[src/common/twbc_pkg.sv]
package twbc_pkg;

	// Core clock rate
	localparam int CLK_HZ           = 50_000_000;
	localparam int CYC_PER_US       = CLK_HZ / 1_000_000;

	// Stuck-bus timeout, in microseconds and in cycles
	localparam int TIMEOUT_US       = 30_000;
	localparam int TIMEOUT_CYC      = TIMEOUT_US * CYC_PER_US;

	// Least wait between fault and first recovery pulse
	localparam int REC_WAIT_US      = 40;
	localparam int REC_WAIT_CYC     = REC_WAIT_US * CYC_PER_US;

	// Recovery clock rate; half period rounds down
	localparam int REC_FREQ_HZ      = 8_500;
	localparam int REC_HALF_CYC     = CLK_HZ / (2 * REC_FREQ_HZ);
	localparam int REC_PULSES       = 16;

	// Backplane idle interval, in microseconds and in cycles
	localparam int IDLE_US          = 100;
	localparam int IDLE_CYC         = IDLE_US * CYC_PER_US;

	// Cycles a released joined line is ignored while the pin settles
	localparam int JOIN_SETTLE_CYC  = 4;

	// Counter widths
	localparam int TMR_W            = 21;
	localparam int IDLE_W           = 13;
	localparam int REC_W            = 12;
	localparam int PULSE_W          = 5;
	localparam int SETTLE_W         = 3;

	// Synchroniser bit positions
	localparam int SYNC_W           = 6;
	localparam int SY_LOCK          = 0;
	localparam int SY_EN            = 1;
	localparam int SY_BP_DATA       = 2;
	localparam int SY_BP_CLK        = 3;
	localparam int SY_CARD_DATA     = 4;
	localparam int SY_CARD_CLK      = 5;

	// Values after reset
	localparam logic FAULT_N_RST    = 1'b1;
	localparam logic READY_RST      = 1'b0;
	// Locked out, disabled, lines idle high: no false edge follows reset
	localparam logic [SYNC_W-1:0] SYNC_RST = 6'h3D;

	// Connection controller states
	typedef enum logic [6:0] {
		ST_LOCKOUT   = 7'h01,
		ST_WAIT_END  = 7'h02,
		ST_WAIT_CARD = 7'h04,
		ST_CONNECTED = 7'h08,
		ST_FLT_WAIT  = 7'h10,
		ST_RECOVER   = 7'h20,
		ST_FLT_HOLD  = 7'h40
	} twbc_state_e;

	// Which side currently owns a low on a joined pair
	typedef enum logic [3:0] {
		JO_NONE   = 4'h1,
		JO_BP     = 4'h2,
		JO_CARD   = 4'h4,
		JO_SETTLE = 4'h8
	} twbc_owner_e;

endpackage

[src/verilog/twbc_ctrl.sv]
`timescale 1ns/10ps

// Behaviour
// - Stay in lockout, ignoring both segments, while supply lockout is asserted.
// - After lockout, watch backplane for stop or idle before connecting.
// - After stop or idle, also require both card lines high.
// - With all conditions met, join the segments and raise ready.
// - While joined, a low on either side is copied to the other side.
// - A joined pair returns high when the side that pulled it low releases; a low still held on the other side is copied back after settling.
// - Stuck timer runs while either card line is low.
// - Stuck timer clears when both card lines are high together, in lockout, or on a forced join.
// - Timer expiry asserts fault low and breaks the connection.
// - Wait at least 40 us after the fault before recovery clocking.
// - Recovery sends at most 16 clock pulses near 8.5 kHz on card clock.
// - Card lines high again release fault; reconnect via full start-up conditions.
// - Stuck at power-up: stay apart, fault after timeout, then recover.
// - Ready is high while joined and low otherwise.
// - Enable low isolates, drops ready and suppresses recovery clocking.
// - Enable rising normally waits for start-up conditions before joining.
// - Enable rising after a fault joins immediately, skipping idle conditions.
// - That forced join restarts the stuck timer and keeps it running.
module twbc_ctrl
	import twbc_pkg::*;
#(
	parameter int TIMEOUT_CYC_P = TIMEOUT_CYC,
	parameter int IDLE_CYC_P    = IDLE_CYC
) (
	// Clock and reset
	input  wire logic core_clk,
	input  wire logic nrst,
	// Supply and enable
	input  wire logic supplyLockout,
	input  wire logic enable,
	// Backplane data line
	input  wire logic backplaneDataIn,
	output logic      backplaneDataOut,
	output logic      backplaneDataOe_n,
	// Backplane clock line
	input  wire logic backplaneClockIn,
	output logic      backplaneClockOut,
	output logic      backplaneClockOe_n,
	// Card data line
	input  wire logic cardDataIn,
	output logic      cardDataOut,
	output logic      cardDataOe_n,
	// Card clock line
	input  wire logic cardClockIn,
	output logic      cardClockOut,
	output logic      cardClockOe_n,
	// Status
	output logic      ready,
	output logic      fault_n
);

	localparam logic [TMR_W-1:0]   TMR_MAX   = TMR_W'(TIMEOUT_CYC_P);
	localparam logic [IDLE_W-1:0]  IDLE_MAX  = IDLE_W'(IDLE_CYC_P);
	localparam logic [REC_W-1:0]   WAIT_LAST = REC_W'(REC_WAIT_CYC - 1);
	localparam logic [REC_W-1:0]   HALF_LAST = REC_W'(REC_HALF_CYC - 1);
	localparam logic [REC_W-1:0]   SETTLE_C  = REC_W'(JOIN_SETTLE_CYC);
	localparam logic [PULSE_W-1:0] PULSE_MAX = PULSE_W'(REC_PULSES);

	typedef struct packed {
		twbc_state_e        state;
		logic [TMR_W-1:0]   stuckTmr;
		logic [IDLE_W-1:0]  idleCnt;
		logic [REC_W-1:0]   recCnt;
		logic [PULSE_W-1:0] pulseCnt;
		logic               recLow;
		logic               faultSeen;
		logic               enPrev;
		logic               bpDataPrev;
		logic               ready;
		logic               faultN;
	} twbc_core_s;

	twbc_core_s s_r;
	twbc_core_s s_nxt;

	logic [SYNC_W-1:0] syncLv;
	logic              sLock;
	logic              sEn;
	logic              sBpData;
	logic              sBpClk;
	logic              sCardData;
	logic              sCardClk;
	logic              joined;
	logic              pullBpData;
	logic              pullCardData;
	logic              pullBpClk;
	logic              pullCardClk;
	logic              cardHigh;
	logic              bpStop;
	logic              bpIdle;
	logic              enRise;
	logic              timedOut;

	// Saturating increment shared by the idle counter and the stuck timer
	function automatic logic [TMR_W-1:0] satInc(input logic [TMR_W-1:0] v,
		input logic [TMR_W-1:0] lim);
		satInc = (v == lim) ? v : v + 1'b1;
	endfunction

	// Every pin level and enable passes two flip-flops first
	twbc_sync u_sync (
		.core_clk (core_clk),
		.nrst     (nrst),
		.asyncIn  ({cardClockIn, cardDataIn, backplaneClockIn, backplaneDataIn,
			enable, supplyLockout}),
		.syncOut  (syncLv)
	);

	assign sLock     = syncLv[SY_LOCK];
	assign sEn       = syncLv[SY_EN];
	assign sBpData   = syncLv[SY_BP_DATA];
	assign sBpClk    = syncLv[SY_BP_CLK];
	assign sCardData = syncLv[SY_CARD_DATA];
	assign sCardClk  = syncLv[SY_CARD_CLK];

	// Wired-AND joining of the two pairs
	assign joined = (s_r.state == ST_CONNECTED);

	twbc_join u_join_data (
		.core_clk (core_clk),
		.nrst     (nrst),
		.joined   (joined),
		.bpLow    (~sBpData),
		.cardLow  (~sCardData),
		.pullBp   (pullBpData),
		.pullCard (pullCardData)
	);

	twbc_join u_join_clk (
		.core_clk (core_clk),
		.nrst     (nrst),
		.joined   (joined),
		.bpLow    (~sBpClk),
		.cardLow  (~sCardClk),
		.pullBp   (pullBpClk),
		.pullCard (pullCardClk)
	);

	// Bus condition decode
	assign cardHigh = sCardData & sCardClk;
	assign bpStop   = sBpClk & sBpData & ~s_r.bpDataPrev;
	assign bpIdle   = (s_r.idleCnt == IDLE_MAX);
	assign enRise   = sEn & ~s_r.enPrev;
	assign timedOut = (s_r.stuckTmr == TMR_MAX);

	// Next-state logic
	always_comb begin
		s_nxt            = s_r;
		s_nxt.enPrev     = sEn;
		s_nxt.bpDataPrev = sBpData;

		// Backplane idle counter
		if (sBpData & sBpClk) begin
			s_nxt.idleCnt = IDLE_W'(satInc(TMR_W'(s_r.idleCnt), TMR_W'(IDLE_MAX)));
		end else begin
			s_nxt.idleCnt = '0;
		end

		// Stuck-bus timer
		if (cardHigh) begin
			s_nxt.stuckTmr = '0;
		end else begin
			s_nxt.stuckTmr = satInc(s_r.stuckTmr, TMR_MAX);
		end

		unique case (s_r.state)
			ST_LOCKOUT: begin
				s_nxt.idleCnt  = '0;
				s_nxt.stuckTmr = '0;
				s_nxt.state    = ST_WAIT_END;
			end
			ST_WAIT_END: begin
				if (timedOut) begin
					s_nxt.state = ST_FLT_WAIT;
				end else if (sEn && (bpStop || bpIdle)) begin
					s_nxt.state = ST_WAIT_CARD;
				end
			end
			ST_WAIT_CARD: begin
				if (timedOut) begin
					s_nxt.state = ST_FLT_WAIT;
				end else if (!sEn) begin
					s_nxt.state = ST_WAIT_END;
				end else if (cardHigh) begin
					s_nxt.state = ST_CONNECTED;
				end
			end
			ST_CONNECTED: begin
				if (timedOut) begin
					s_nxt.state = ST_FLT_WAIT;
				end else if (!sEn) begin
					s_nxt.state = ST_WAIT_END;
				end
			end
			ST_FLT_WAIT: begin
				if (cardHigh) begin
					s_nxt.state  = ST_WAIT_END;
					s_nxt.faultN = 1'b1;
				end else if (sEn) begin
					s_nxt.recCnt = s_r.recCnt + 1'b1;
					if (s_r.recCnt == WAIT_LAST) begin
						s_nxt.state    = ST_RECOVER;
						s_nxt.recCnt   = '0;
						s_nxt.recLow   = 1'b1;
						s_nxt.pulseCnt = '0;
					end
				end
			end
			ST_RECOVER: begin
				if (!sEn) begin
					s_nxt.recLow = 1'b0;
					s_nxt.recCnt = '0;
				end else if (!s_r.recLow && s_r.recCnt >= SETTLE_C && cardHigh) begin
					s_nxt.state  = ST_WAIT_END;
					s_nxt.faultN = 1'b1;
					s_nxt.recCnt = '0;
				end else if (s_r.recCnt == HALF_LAST) begin
					s_nxt.recCnt = '0;
					if (s_r.recLow) begin
						s_nxt.recLow   = 1'b0;
						s_nxt.pulseCnt = s_r.pulseCnt + 1'b1;
					end else if (s_r.pulseCnt == PULSE_MAX) begin
						s_nxt.state = ST_FLT_HOLD;
					end else begin
						s_nxt.recLow = 1'b1;
					end
				end else begin
					s_nxt.recCnt = s_r.recCnt + 1'b1;
				end
			end
			ST_FLT_HOLD: begin
				if (cardHigh) begin
					s_nxt.state  = ST_WAIT_END;
					s_nxt.faultN = 1'b1;
				end
			end
		endcase

		// Declaring a stuck bus from any waiting or joined state
		if (s_nxt.state == ST_FLT_WAIT && s_r.state != ST_FLT_WAIT) begin
			s_nxt.faultN    = 1'b0;
			s_nxt.faultSeen = 1'b1;
			s_nxt.recCnt    = '0;
			s_nxt.recLow    = 1'b0;
		end

		// Forced join on enable rise after a fault; a fault declared now wins
		if (s_r.state != ST_LOCKOUT && enRise && s_r.faultSeen &&
			!(s_nxt.state == ST_FLT_WAIT && s_r.state != ST_FLT_WAIT)) begin
			s_nxt.state     = ST_CONNECTED;
			s_nxt.stuckTmr  = '0;
			s_nxt.faultSeen = 1'b0;
			s_nxt.faultN    = 1'b1;
			s_nxt.recLow    = 1'b0;
			s_nxt.recCnt    = '0;
		end

		// Lockout overrides everything
		if (sLock) begin
			s_nxt.state     = ST_LOCKOUT;
			s_nxt.stuckTmr  = '0;
			s_nxt.idleCnt   = '0;
			s_nxt.recCnt    = '0;
			s_nxt.recLow    = 1'b0;
			s_nxt.faultSeen = 1'b0;
			s_nxt.faultN    = FAULT_N_RST;
		end

		s_nxt.ready = (s_nxt.state == ST_CONNECTED);
	end

	// State register
	always_ff @(posedge core_clk) begin
		if (!nrst) begin
			s_r            <= '0;
			s_r.state      <= ST_LOCKOUT;
			s_r.ready      <= READY_RST;
			s_r.faultN     <= FAULT_N_RST;
			s_r.bpDataPrev <= 1'b1;
		end else begin
			s_r <= s_nxt;
		end
	end

	// Open-drain pins: value low, enable low while pulling
	assign backplaneDataOut   = 1'b0;
	assign backplaneClockOut  = 1'b0;
	assign cardDataOut        = 1'b0;
	assign cardClockOut       = 1'b0;
	assign backplaneDataOe_n  = ~pullBpData;
	assign backplaneClockOe_n = ~pullBpClk;
	assign cardDataOe_n       = ~pullCardData;
	assign cardClockOe_n      = ~(pullCardClk | (s_r.recLow && s_r.state == ST_RECOVER));

	// Status outputs
	assign ready   = s_r.ready;
	assign fault_n = s_r.faultN;

endmodule // twbc_ctrl

[src/verilog/twbc_join.sv]
`timescale 1ns/10ps

module twbc_join
	import twbc_pkg::*;
(
	// Clock and reset
	input  wire logic core_clk,
	input  wire logic nrst,
	// Control
	input  wire logic joined,
	// Synchronised line levels, high when the line is low
	input  wire logic bpLow,
	input  wire logic cardLow,
	// Pull-down requests
	output logic      pullBp,
	output logic      pullCard
);

	typedef struct packed {
		twbc_owner_e         owner;
		logic [SETTLE_W-1:0] settleCnt;
		logic                pullBp;
		logic                pullCard;
	} twbc_join_s;

	twbc_join_s s_r;
	twbc_join_s s_nxt;

	// Owner tracking keeps our own pull-down from latching the pair low
	always_comb begin
		s_nxt = s_r;
		if (!joined) begin
			s_nxt.owner     = JO_NONE;
			s_nxt.settleCnt = '0;
			s_nxt.pullBp    = 1'b0;
			s_nxt.pullCard  = 1'b0;
		end else begin
			unique case (s_r.owner)
				JO_NONE: begin
					if (bpLow) begin
						s_nxt.owner    = JO_BP;
						s_nxt.pullCard = 1'b1;
					end else if (cardLow) begin
						s_nxt.owner  = JO_CARD;
						s_nxt.pullBp = 1'b1;
					end
				end
				JO_BP: begin
					if (!bpLow) begin
						s_nxt.owner     = JO_SETTLE;
						s_nxt.pullCard  = 1'b0;
						s_nxt.settleCnt = '0;
					end
				end
				JO_CARD: begin
					if (!cardLow) begin
						s_nxt.owner     = JO_SETTLE;
						s_nxt.pullBp    = 1'b0;
						s_nxt.settleCnt = '0;
					end
				end
				JO_SETTLE: begin
					s_nxt.settleCnt = s_r.settleCnt + 1'b1;
					if (s_r.settleCnt == SETTLE_W'(JOIN_SETTLE_CYC - 1)) begin
						s_nxt.owner = JO_NONE;
					end
				end
				default: begin
					s_nxt.owner    = JO_NONE;
					s_nxt.pullBp   = 1'b0;
					s_nxt.pullCard = 1'b0;
				end
			endcase
		end
	end

	// State register
	always_ff @(posedge core_clk) begin
		if (!nrst) begin
			s_r.owner     <= JO_NONE;
			s_r.settleCnt <= '0;
			s_r.pullBp    <= 1'b0;
			s_r.pullCard  <= 1'b0;
		end else begin
			s_r <= s_nxt;
		end
	end

	assign pullBp   = s_r.pullBp;
	assign pullCard = s_r.pullCard;

endmodule // twbc_join

[src/verilog/twbc_sync.sv]
`timescale 1ns/10ps

module twbc_sync
	import twbc_pkg::*;
(
	// Clock and reset
	input  wire logic              core_clk,
	input  wire logic              nrst,
	// Asynchronous levels in, synchronised levels out
	input  wire logic [SYNC_W-1:0] asyncIn,
	output logic      [SYNC_W-1:0] syncOut
);

	typedef struct packed {
		logic [SYNC_W-1:0] stage1;
		logic [SYNC_W-1:0] stage2;
	} twbc_sync_s;

	twbc_sync_s s_r;
	twbc_sync_s s_nxt;

	// Two-stage shift; only stage2 is read outside
	always_comb begin
		s_nxt        = s_r;
		s_nxt.stage1 = asyncIn;
		s_nxt.stage2 = s_r.stage1;
	end

	// State register
	always_ff @(posedge core_clk) begin
		if (!nrst) begin
			s_r.stage1 <= SYNC_RST;
			s_r.stage2 <= SYNC_RST;
		end else begin
			s_r <= s_nxt;
		end
	end

	assign syncOut = s_r.stage2;

endmodule // twbc_sync
[config.mk]
export PLATFORM = sky130hd
export DESIGN_NAME = twbc_ctrl
export DESIGN_NICKNAME = d
export VERILOG_FILES = /design/src/common/twbc_pkg.sv /design/src/verilog/twbc_ctrl.sv /design/src/verilog/twbc_join.sv /design/src/verilog/twbc_sync.sv
export SDC_FILE = /design/constraint.sdc
export NUM_CORES = 1
export LEC_CHECK = 0
export BUFFER_PORTS_ARGS = -buffer_cell sky130_fd_sc_hd__buf_4
export CAP_MARGIN = 15
export CORE_ASPECT_RATIO = 1.5
export CORE_MARGIN = 3
export CORE_UTILIZATION = 35
export CTS_CLUSTER_DIAMETER = 120
export CTS_CLUSTER_SIZE = 28
export DETAILED_ROUTE_END_ITERATION = 16
export PLACE_DENSITY = 0.63
export SLEW_MARGIN = 10
export SYNTH_ARGS = -nofsm -noshare
export SYNTH_HDL_FRONTEND = slang
export SYNTH_HIERARCHICAL = 1
export SYNTH_SLANG_ARGS = --single-unit
[constraint.sdc]
create_clock -name core_clk -period 2.15 [get_ports core_clk]
set_input_delay 0.3225 -clock core_clk [delete_from_list [all_inputs] [get_ports core_clk]]
set_output_delay 0.3225 -clock core_clk [all_outputs]
set_load 0.01 [all_outputs]
* Yosys cells after proc, flatten, opt, wreduce, memory -nomap -nowiden
Index checks and enable logic that the tools add are counted.
** Operators by class
- $add $sub $neg :: 6
- $lt $le $gt $ge :: 1
- Equal/unequal tests :: 52
- Muxes and demuxes :: 71
- Bitwise operators :: 17
- Reduce and logical (&&, ||, !) cells :: 37
** Operators by type and width (number)
- 7-bit two-way mux :: 18
- 12-bit two-way mux :: 5
- 18-bit two-way mux :: 3
- 53-bit two-way mux :: 1
- 7-bit case mux with 7 select lines :: 1
- 21-bit two-way mux :: 2
- 18-bit case mux with 2 select lines :: 1
- 34-bit two-way mux :: 1
- 4-bit case mux with 4 select lines :: 2
- 2-bit inequality test (second input constant) :: 15
- 28-bit two-way mux :: 1
- 13-bit two-way mux :: 2
- 4-bit two-way mux :: 6
- 21-bit by 1-bit adder with 21-bit output (second input constant) :: 1
- 21-bit equality test (second input constant) :: 1
- 4-bit AND reduction :: 5
- 3-bit case mux with 3 select lines :: 2
- 8-bit two-way mux :: 2
- 1-bit two-way mux :: 15
- 3-bit inequality test (second input constant) :: 5
- 3-bit AND reduction :: 5
- 7-bit by 4-bit equality test with 1-bit output (second input constant) :: 2
- 7-bit by 5-bit equality test with 1-bit output (second input constant) :: 2
- 13-bit by 1-bit adder with 13-bit output (second input constant) :: 1
- 42 further kinds :: 85
** Word-level totals
- Flip-flop bits (word level) :: 94
- Input bits :: 8
- Output and inout bits :: 10
- Logic and storage cells :: 205

* Longest topological paths before layout
Gate-level depths: netlist of the first run.
- Depth in word-level cells :: 14
- Mapped depth :: 8

* Modules after synthesis
Netlist of the first run, hierarchy kept.
** Modules (own cells, without submodules)
- twbc_ctrl :: instances 1, cells an instance 448, area an instance 3609.7 µm², seq. area each 1281.2 µm²
- twbc_join :: instances 2, cells an instance 80, area an instance 714.4 µm², seq. area each 180.2 µm²
- twbc_sync :: instances 1, cells an instance 25, area an instance 322.8 µm², seq. area each 240.2 µm²

* Least setup slack after synthesis of the first run
No wires, ideal clock.
- Kind :: register to register
- From :: reg s_r[39] (netlist name)
- To :: reg s_r (netlist bit fault_n)
- Setup time :: 0.116 ns
- Arrival :: 2.232 ns
- Data required time :: 2.034 ns
- Setup slack :: -0.198 ns
- Stages on the path, launching flop included :: 7
- Path buffers :: 1
- Cells stage by stage :: dfxtp_1 > or4_1 > or4_1 > buf_2 > or3_4 > a21o_4 > a41o_1
** RTL lines
- to (signal assigned) :: RTL line twbc_ctrl.sv:284 : s_r <= s_nxt;
- to (decl) :: RTL line twbc_ctrl.sv:76 : twbc_core_s s_r;

==> impl_table.tex, run 1 <==
\begin{tabular}{lr}
\hline
Metric & Value \\
\hline
\multicolumn{2}{l}{\textbf{Timing}} \\
Final period demand of the worst path & 2180 ps \\
Sum Neg Setup Slack & -34.5 ps \\
Max\_slew headroom & 0.502 \\
Final setup slack of the worst path & -34.5 ps \\
Clock Skew & 6.86 ps \\
Number of hold-slack violations in the final timing report & 0 \\
Final number of setup-violating endpoints & 1 \\
Unrepaired setup endpoints after global routing & yes \\
Pin slew with the least headroom to its limit & 746 ps \\
Number of max-slew violations in the final report & 0 \\
Share of the cycle needed by the critical path after routing & 1.02 \\
Timing-limited maximum frequency & 458 MHz \\
\multicolumn{2}{l}{\textbf{Power}} \\
VDD IR max & 354 uV \\
Pleak & 2.09 nW \\
Power density of the placed cells & $\sim$500 nW/um\^{}2 \\
Design Power & between 0.003 and 0.004 W \\
\multicolumn{2}{l}{\textbf{Clocking}} \\
Total of hold buffers inserted after clock tree synthesis & 0 \\
Clock net sink count & 94 \\
Clock tree from TritonCTS & done \\
H-tree depth & 3 \\
Total CTS buffers & 9 \\
CTS root buffer & clkbuf\_16 \\
Clock latency at the later pin of the worst-skew pair & between 300 and 400 ps \\
Maximum count of clock buffers along a single path & 2 \\
Clock transition at the registers of the reported paths & 60 ps \\
\multicolumn{2}{l}{\textbf{Critical path}} \\
Largest delay share family, worst path & simple AND/OR/NAND/NOR gates \\
Category of the worst setup path capture point & flip-flop \\
Cell at the slowest stage of the critical path & or4\_4 \\
CP bufs+invs & 0 \\
Kind of critical path & reg -> reg \\
Worst Path Required & 2380 ps \\
Depth of the critical timing path with buffers and inverters included & 5 \\
Startpoint Class & flip-flop \\
Highest net fanout along the worst path & 7 \\
Worst path most repeated cell & or4\_4 \\
Arrival time of the worst setup path & 2420 ps \\
Maximum cell stage delay along the critical path & 530 ps \\
Setup slack, reg-to-reg & -30 ps \\
Register-to-Register Path Depth & 5 \\
CP Cell Sequence & or4\_4, or4\_4, or3\_4, a21o\_4, a41o\_1 \\
\multicolumn{2}{l}{\textbf{Finish}} \\
Leading cell type in the layout, fill and taps excluded & dfxtp\_1 \\
Layout Utilization & 0.439 \\
Fraction of layout instances using a drive strength above 1 & 0.243 \\
Fillers & 1417 \\
Layout Area Growth over Synthesis & 21.1\% \\
Top library cells by usage in the layout, fill and taps aside & dfxtp\_1 (83), buf\_4 (79), nor2\_1 (66) \\
Ant diodes & 0 \\
Layout net count & 714 \\
\multicolumn{2}{l}{\textbf{Floorplan}} \\
Boundary pin count & 18 \\
Die Y-Extent & 158 um \\
Initial Utilization & 0.362 \\
Die area & 16900 sq um \\
Core area & 14800 sq um \\
Rows & 54 \\
Die width & 107 um \\
\multicolumn{2}{l}{\textbf{Global route}} \\
Pin count of the biggest net entering global routing & 22 \\
First-pass GRT wire length & 21800 um \\
Initial antenna violation count & 0 \\
Remaining Overflow, GRT & 0 \\
Overall Global Routing Usage & 0.155 \\
Number of global-route vias before repair & 4874 \\
\multicolumn{2}{l}{\textbf{Logic synthesis}} \\
Seq/Total Area, Yosys & 0.351 \\
Number of distinct library cell variants in the gate-level netlist after synthesis & between 70 and 80 \\
Synthesized area divided by synthesized cell count & 8.47 sq um \\
Synth Warn \# & 6 \\
Most used flip-flop cell after synthesis & dfxtp\_1 \\
FF+latch count, synth & between 90 and 100 \\
Count of mapped cells out of synthesis & 633 \\
Area of the mapped netlist & 5360 sq um \\
FFs w/ async S/R, synth & 0 \\
Count of flip-flops with a built-in enable after synthesis & 0 \\
\multicolumn{2}{l}{\textbf{Routing}} \\
Total routed wirelength & 13000 um \\
Detail-routed via count per cell & $\sim$5.5 \\
Pre-Repair DR Iteration Count & 4 \\
Number of nets with antenna violations after routing & 0 \\
Final routed DRC violation total & 0 \\
Wire length per cell after detailed routing & 14.5 um \\
Iteration-0 DRC count of the detailed router & 261 \\
Total vias in the final route & 4881 \\
\multicolumn{2}{l}{\textbf{Min path}} \\
Hold path depth & 2 \\
Min-delay worst type & in -> reg \\
\multicolumn{2}{l}{\textbf{Placed design}} \\
Estimated wirelength of the detail-placed design & 9340 um \\
Input/output buffers & 13 \\
Final weighted congestion of routability-driven global placement & 0.897 \\
\multicolumn{2}{l}{\textbf{Flow run}} \\
Max\_cap viols & 0 \\
\multicolumn{2}{l}{\textbf{Run status}} \\
Outcome & complete, but fails checks \\
Failing checks & setup timing \\
\hline
\end{tabular}
==> worst paths after layout <==
| check | to | start |
|---|---|---|
| hold reg to reg | u_sync/syncOut[4] | u_sync/s_nxt[4] |
| setup / recovery | fault_n | s_r[39] |
| hold / removal | u_sync/s_nxt[4] | cardDataIn |
| setup reg to reg | fault_n | s_r[39] |
==> registers in the layout, summed over array words and instances (netlist names) <==
| name | flops |
|---|---|
| s_r | 62 |
| u_join_clk/s_r | 7 |
| u_join_data/s_r | 7 |
| u_sync/s_nxt | 6 |
| u_sync/syncOut | 6 |
| fault_n | 1 |
| ready | 1 |
| u_join_clk/pullBp | 1 |
| u_join_clk/pullCard | 1 |
| u_join_data/pullBp | 1 |
| u_join_data/pullCard | 1 |
==> synth_stat cells, drive strengths merged, types with 2 or more instances <==
cell     count  area [sq um]
or2          4          25.0
and4         3          26.3
or4b         4          40.0
buf         26           189
nor2        67           251
a31oi        9          68.8
dfxtp       94          1880
and2         9          56.3
xor2        20           175
nor2b        5          31.3
o2111a       2          22.5
o2111ai      3          26.3
nand2b      19           121
or3          8          55.1
o31ai       11          82.6
a21o         2          22.5
a21oi       35           175
o22ai        3          18.8
inv         25          93.8
nand3       31           155
nor3b       13           108
or4bb        2          22.5
nor4        14          93.8
o211ai      12          90.1
clkbuf      10          37.5
a21boi       2          15.0
nor3        22           135
ha          12           150
and3         4          25.0
nand4        8          50.1
xnor2       19           166
a41oi        2          17.5
nand4b       4          35.0
mux2i        3          30.0
o21bai       2          15.0
or4          7          52.6
a221oi       3          38.8
a311oi       2          17.5
or3b         3          26.3
nor4b       14           178
o21ai       23           115
nand3b       7          52.6
nand2       42           158
a211oi      10           100
==> final cells by class <==
class                           instances  area [sq um]  share of cell area
Inverter                               25          96.3              0.0148
Clock inverter                          5          35.0             0.00539
Timing Repair Buffer                   83           649               0.100
Sequential cell                        94          1900               0.292
Clock buffer                           11           243              0.0374
Multi-Input combinational cell        481          3330               0.512
Tap cell                              196           245              0.0378
==> per-stage QoR <==
stage          setup slack (ps)  instance area (sq um)  hold slack (ps)  instances
6_report                  -34.5                   6490              165        895
5_1_grt                   -76.0                   6490              161        895
4_1_cts                   -44.5                   6310              152        890
3_5_place_dp               -119                   6010              402        874
3_3_place_gp              -99.7                   6010              394        874
2_1_floorplan              -185                   5390              386        636
==> report_power, final <==
group          switching [W]  internal (W)
clock               0.000677      0.000814
combinational      0.0000543     0.0000395
sequential        0.00000739       0.00175
==> worst register-to-register path: cells and delay by family, from the launching register on <==
kind	cells	cell delay, ps
AOI/OAI and AO/OA	2	440
DFF	1	320
and+or+nand+nor	3	1330
==> metal layers <==
metal	share of wire	global-route usage
met5	0	0
met3	0.029	0.0249
met2	0.53	0.288
met1	0.42	0.173
met4	0.025	0.0676
==> logic make-up after synthesis <==
family / count (synthesis) / synth area share
compound gates: 129 / 0.167
other cells: 1 / 0.000699
simple gates: 293 / 0.322
flops: 94 / 0.351
fa+ha+maj: 12 / 0.0280
buf+inv: 61 / 0.0597
xor+xnor: 39 / 0.0637
mux: 4 / 0.00770
==> timing repair <==
item | CTS | global route
cloned | 0 | 1
pin swaps | 3 | 15
buffers inserted | 0 | 4
setup endpoints to repair | 23 | 42
gates resized for setup | 6 | 40
Note: power is estimated with default switching activity, not from simulation.
==> run 2, diff against run 1 <==
--- a/config.mk
+++ b/config.mk
@@ -13,7 +13,7 @@
 export CTS_CLUSTER_DIAMETER = 120
 export CTS_CLUSTER_SIZE = 28
 export DETAILED_ROUTE_END_ITERATION = 16
-export PLACE_DENSITY = 0.63
+export PLACE_DENSITY = 0.61
 export SLEW_MARGIN = 10
 export SYNTH_ARGS = -nofsm -noshare
 export SYNTH_HDL_FRONTEND = slang
==> constraint.sdc (replaced) <==
create_clock -name core_clk -period 2.5 [get_ports core_clk]
set_input_delay 0.375 -clock core_clk [delete_from_list [all_inputs] [get_ports core_clk]]
set_output_delay 0.375 -clock core_clk [all_outputs]
set_load 0.01 [all_outputs]
==> run 2 against run 1 <==
Compared with the run above: the run now ends clean; via count decreased by 5.7%; utilization shrank 3.7 points; sequential share of layout area up 2.4 points; worst setup slack better by 130 ps; critical path type unchanged; critical endpoint is now s_r[5]; largest cell class unchanged.
==> impl_table.tex, run 2 (synthesized netlist as in run 1, its figures left out) <==
\begin{tabular}{lr}
\hline
Metric & Value \\
\hline
\multicolumn{2}{l}{\textbf{Critical path}} \\
Highest net fanout along the worst path & 6 (-1) \\
Arrival time of the worst setup path & 2670 ps (+250 ps) \\
Kind of critical path & reg -> reg \\
Category of the worst setup path capture point & flip-flop \\
Startpoint Class & flip-flop \\
Worst Path Required & 2770 ps (+390 ps) \\
\multicolumn{2}{l}{\textbf{Routing}} \\
Number of nets with antenna violations after routing & 0 (unchanged) \\
Pre-Repair DR Iteration Count & 4 (unchanged) \\
Total routed wirelength & 11800 um (-9.6\%) \\
Wire length per cell after detailed routing & 14.0 um (-3.8\%) \\
Detail-routed via count per cell & 5.48 (+0.40\%) \\
Iteration-0 DRC count of the detailed router & 217 (-17\%) \\
Total vias in the final route & 4605 (-5.7\%) \\
Final routed DRC violation total & 0 (unchanged) \\
\multicolumn{2}{l}{\textbf{Timing}} \\
Final number of setup-violating endpoints & 0 (-1) \\
Number of hold-slack violations in the final timing report & 0 (unchanged) \\
Sum Neg Setup Slack & 0 ps (+34.5 ps) \\
Final period demand of the worst path & 2400 ps (+220 ps) \\
Max\_slew headroom & 0.438 (-0.0640) \\
Timing-limited maximum frequency & 416 MHz (-9.1\%) \\
Final setup slack of the worst path & 95.8 ps (+130 ps) \\
Pin slew with the least headroom to its limit & 833 ps (+86.4 ps) \\
Clock Skew & 7.76 ps (+0.902 ps) \\
Number of max-slew violations in the final report & 0 (unchanged) \\
Share of the cycle needed by the critical path after routing & 0.962 (-0.0543) \\
\multicolumn{2}{l}{\textbf{Global route}} \\
Most used routing layer & met2 \\
Overall Global Routing Usage & 0.145 (-0.0102) \\
Pin count of the biggest net entering global routing & 23 (+4.5\%) \\
Remaining Overflow, GRT & 0 (unchanged) \\
First-pass GRT wire length & 20500 um (-6.0\%) \\
M1 GR Usage & 0.169 (-0.00435) \\
Routing usage on met3 & 0.0233 (-0.00163) \\
Met2 usage in global routing & 0.264 (-0.0242) \\
Number of global-route vias before repair & 4439 (-8.9\%) \\
Initial antenna violation count & 0 (unchanged) \\
\multicolumn{2}{l}{\textbf{Floorplan}} \\
Rows & 54 (unchanged) \\
Die width & 107 um (unchanged) \\
Initial Utilization & 0.362 (unchanged) \\
Core area & 14800 sq um (unchanged) \\
Die Y-Extent & 158 um (unchanged) \\
Boundary pin count & 18 (unchanged) \\
Die area & 16900 sq um (unchanged) \\
\multicolumn{2}{l}{\textbf{Clocking}} \\
Clock net sink count & 94 (unchanged) \\
H-tree depth & 3 (unchanged) \\
Total CTS buffers & 9 (unchanged) \\
CTS root buffer & clkbuf\_16 \\
Clock transition at the registers of the reported paths & 70 ps (about the same) \\
Maximum count of clock buffers along a single path & 2 (unchanged) \\
Clock latency at the later pin of the worst-skew pair & 340 ps (about the same) \\
Clock tree from TritonCTS & done \\
\multicolumn{2}{l}{\textbf{Power}} \\
Sw Share & 0.222 (+0.00119) \\
Clock Power Share & 0.470 (+0.024) \\
Power share of the sequential group & 0.507 (-0.019) \\
Design Power & 0.00299 W (-11\%) \\
Pleak & 1.80 nW (-14\%) \\
Combinational Power Share & 0.023 (-0.005) \\
Power density of the placed cells & 503 nW/um\^{}2 (-2.4\%) \\
Net Sw Power & 0.000664 W (-10\%) \\
VDD IR max & 356 uV (+0.64\%) \\
Internal power summed over all cells & 0.00233 W (-11\%) \\
\multicolumn{2}{l}{\textbf{Finish}} \\
Largest register by flop count & s\_r \\
Register cell area after layout & 1880 sq um (-0.86\%) \\
Top library cells by usage in the layout, fill and taps aside & dfxtp\_1 (94), nor2\_1 (66), nand2\_1 (42) \\
Flip-flop count of the largest register, all copies and words added & 62 (unchanged) \\
Leading cell type in the layout, fill and taps excluded & dfxtp\_1 \\
Layout net count & 660 (-7.6\%) \\
Final Instance Area & 5950 sq um (-8.4\%) \\
Fraction of layout instances using a drive strength above 1 & 0.126 (-0.118) \\
Top flop regs & s\_r: 62 flops, u\_join\_clk/s\_r: 7 flops, u\_join\_data/s\_r: 7 flops \\
Ant diodes & 0 (unchanged) \\
Fillers & 1476 (+4.2\%) \\
Layout Area Growth over Synthesis & 10.9\% \\
Area taken by multi-input logic gates & 3190 sq um (-4.1\%) \\
\multicolumn{2}{l}{\textbf{Flow run}} \\
Max\_cap viols & 0 (unchanged) \\
\multicolumn{2}{l}{\textbf{Min path}} \\
Min-delay worst type & in -> reg \\
\multicolumn{2}{l}{\textbf{Placed design}} \\
Input/output buffers & 13 (unchanged) \\
Total placed instance area & 5620 sq um (-6.5\%) \\
Final weighted congestion of routability-driven global placement & 0.899 (+0.19\%) \\
Estimated wirelength of the detail-placed design & 8670 um (-7.1\%) \\
Pre-CTS worst setup slack & 142 ps (+261 ps) \\
\multicolumn{2}{l}{\textbf{Run status}} \\
Outcome & finished, final reports clean \\
\hline
\end{tabular}
==> run 2: power groups by stage <==
stage / clock network (W) / logic (W) / registers (W)
6_report: 0.00141 / 0.0000680 / 0.00152
5_1_grt: 0.00151 / 0.0000753 / 0.00152
4_1_cts: 0.00144 / 0.0000680 / 0.00151
3_5_place_dp: 0 / 0.0000677 / 0.00155
3_3_place_gp: 0 / 0.0000664 / 0.00155
2_1_floorplan: 0 / 0.0000488 / 0.00155
==> run 2: area by class of cell <==
class / instances / area share
clock buffers: 9 / 0.0379
well taps: 196 / 0.0412
flip-flops and latches: 94 / 0.316
multi-input cells: 481 / 0.537
inverters: 25 / 0.0158
clock inverters: 7 / 0.0135
repair buffers: 29 / 0.0387
==> run 2: per-layer routing <==
| layer | routed length (um) | part of all wire | up-vias |
|---|---|---|---|
| met5 | 0 | 0 | - |
| met4 | 257 | 0.022 | 0 |
| met3 | 330 | 0.028 | 24 |
| met2 | 6170 | 0.52 | 84 |
| met1 | 5000 | 0.43 | 2191 |
| li1 | - | - | 2306 |
==> run 2: final timing paths <==
check                                      from                 to  slack (ps)  cells past startpoint
worst min-delay path              supplyLockout    u_sync/s_nxt[0]         210                      2
worst max-delay path                    s_r[57]             s_r[5]         100                      5
worst min register to register  u_sync/s_nxt[0]  u_sync/syncOut[0]         410                      1
worst max register to register          s_r[57]             s_r[5]         100                      5
==> run 2: metrics by stage <==
stage,cells,util,hold WS (ps)
2_1_floorplan,636,-,386
3_3_place_gp,825,0.380,394
3_5_place_dp,825,0.380,395
4_1_cts,841,0.401,203
5_1_grt,841,0.402,213
6_report,841,0.402,214
==> run 2: repair_timing <==
item | CTS | global route
hold buffers | 0 | 0
setup buffers | 0 | 0
endpoints found under the setup margin | 0 | 5
resized for setup | 0 | 4
==> run 2: worst max-delay path, cell delays in order, from the launching register on <==
cell and delay, ps:
dfxtp_1 350, or4_1 680, nor4_4 390, a21oi_1 190
or4b_1 550, a21oi_1 170
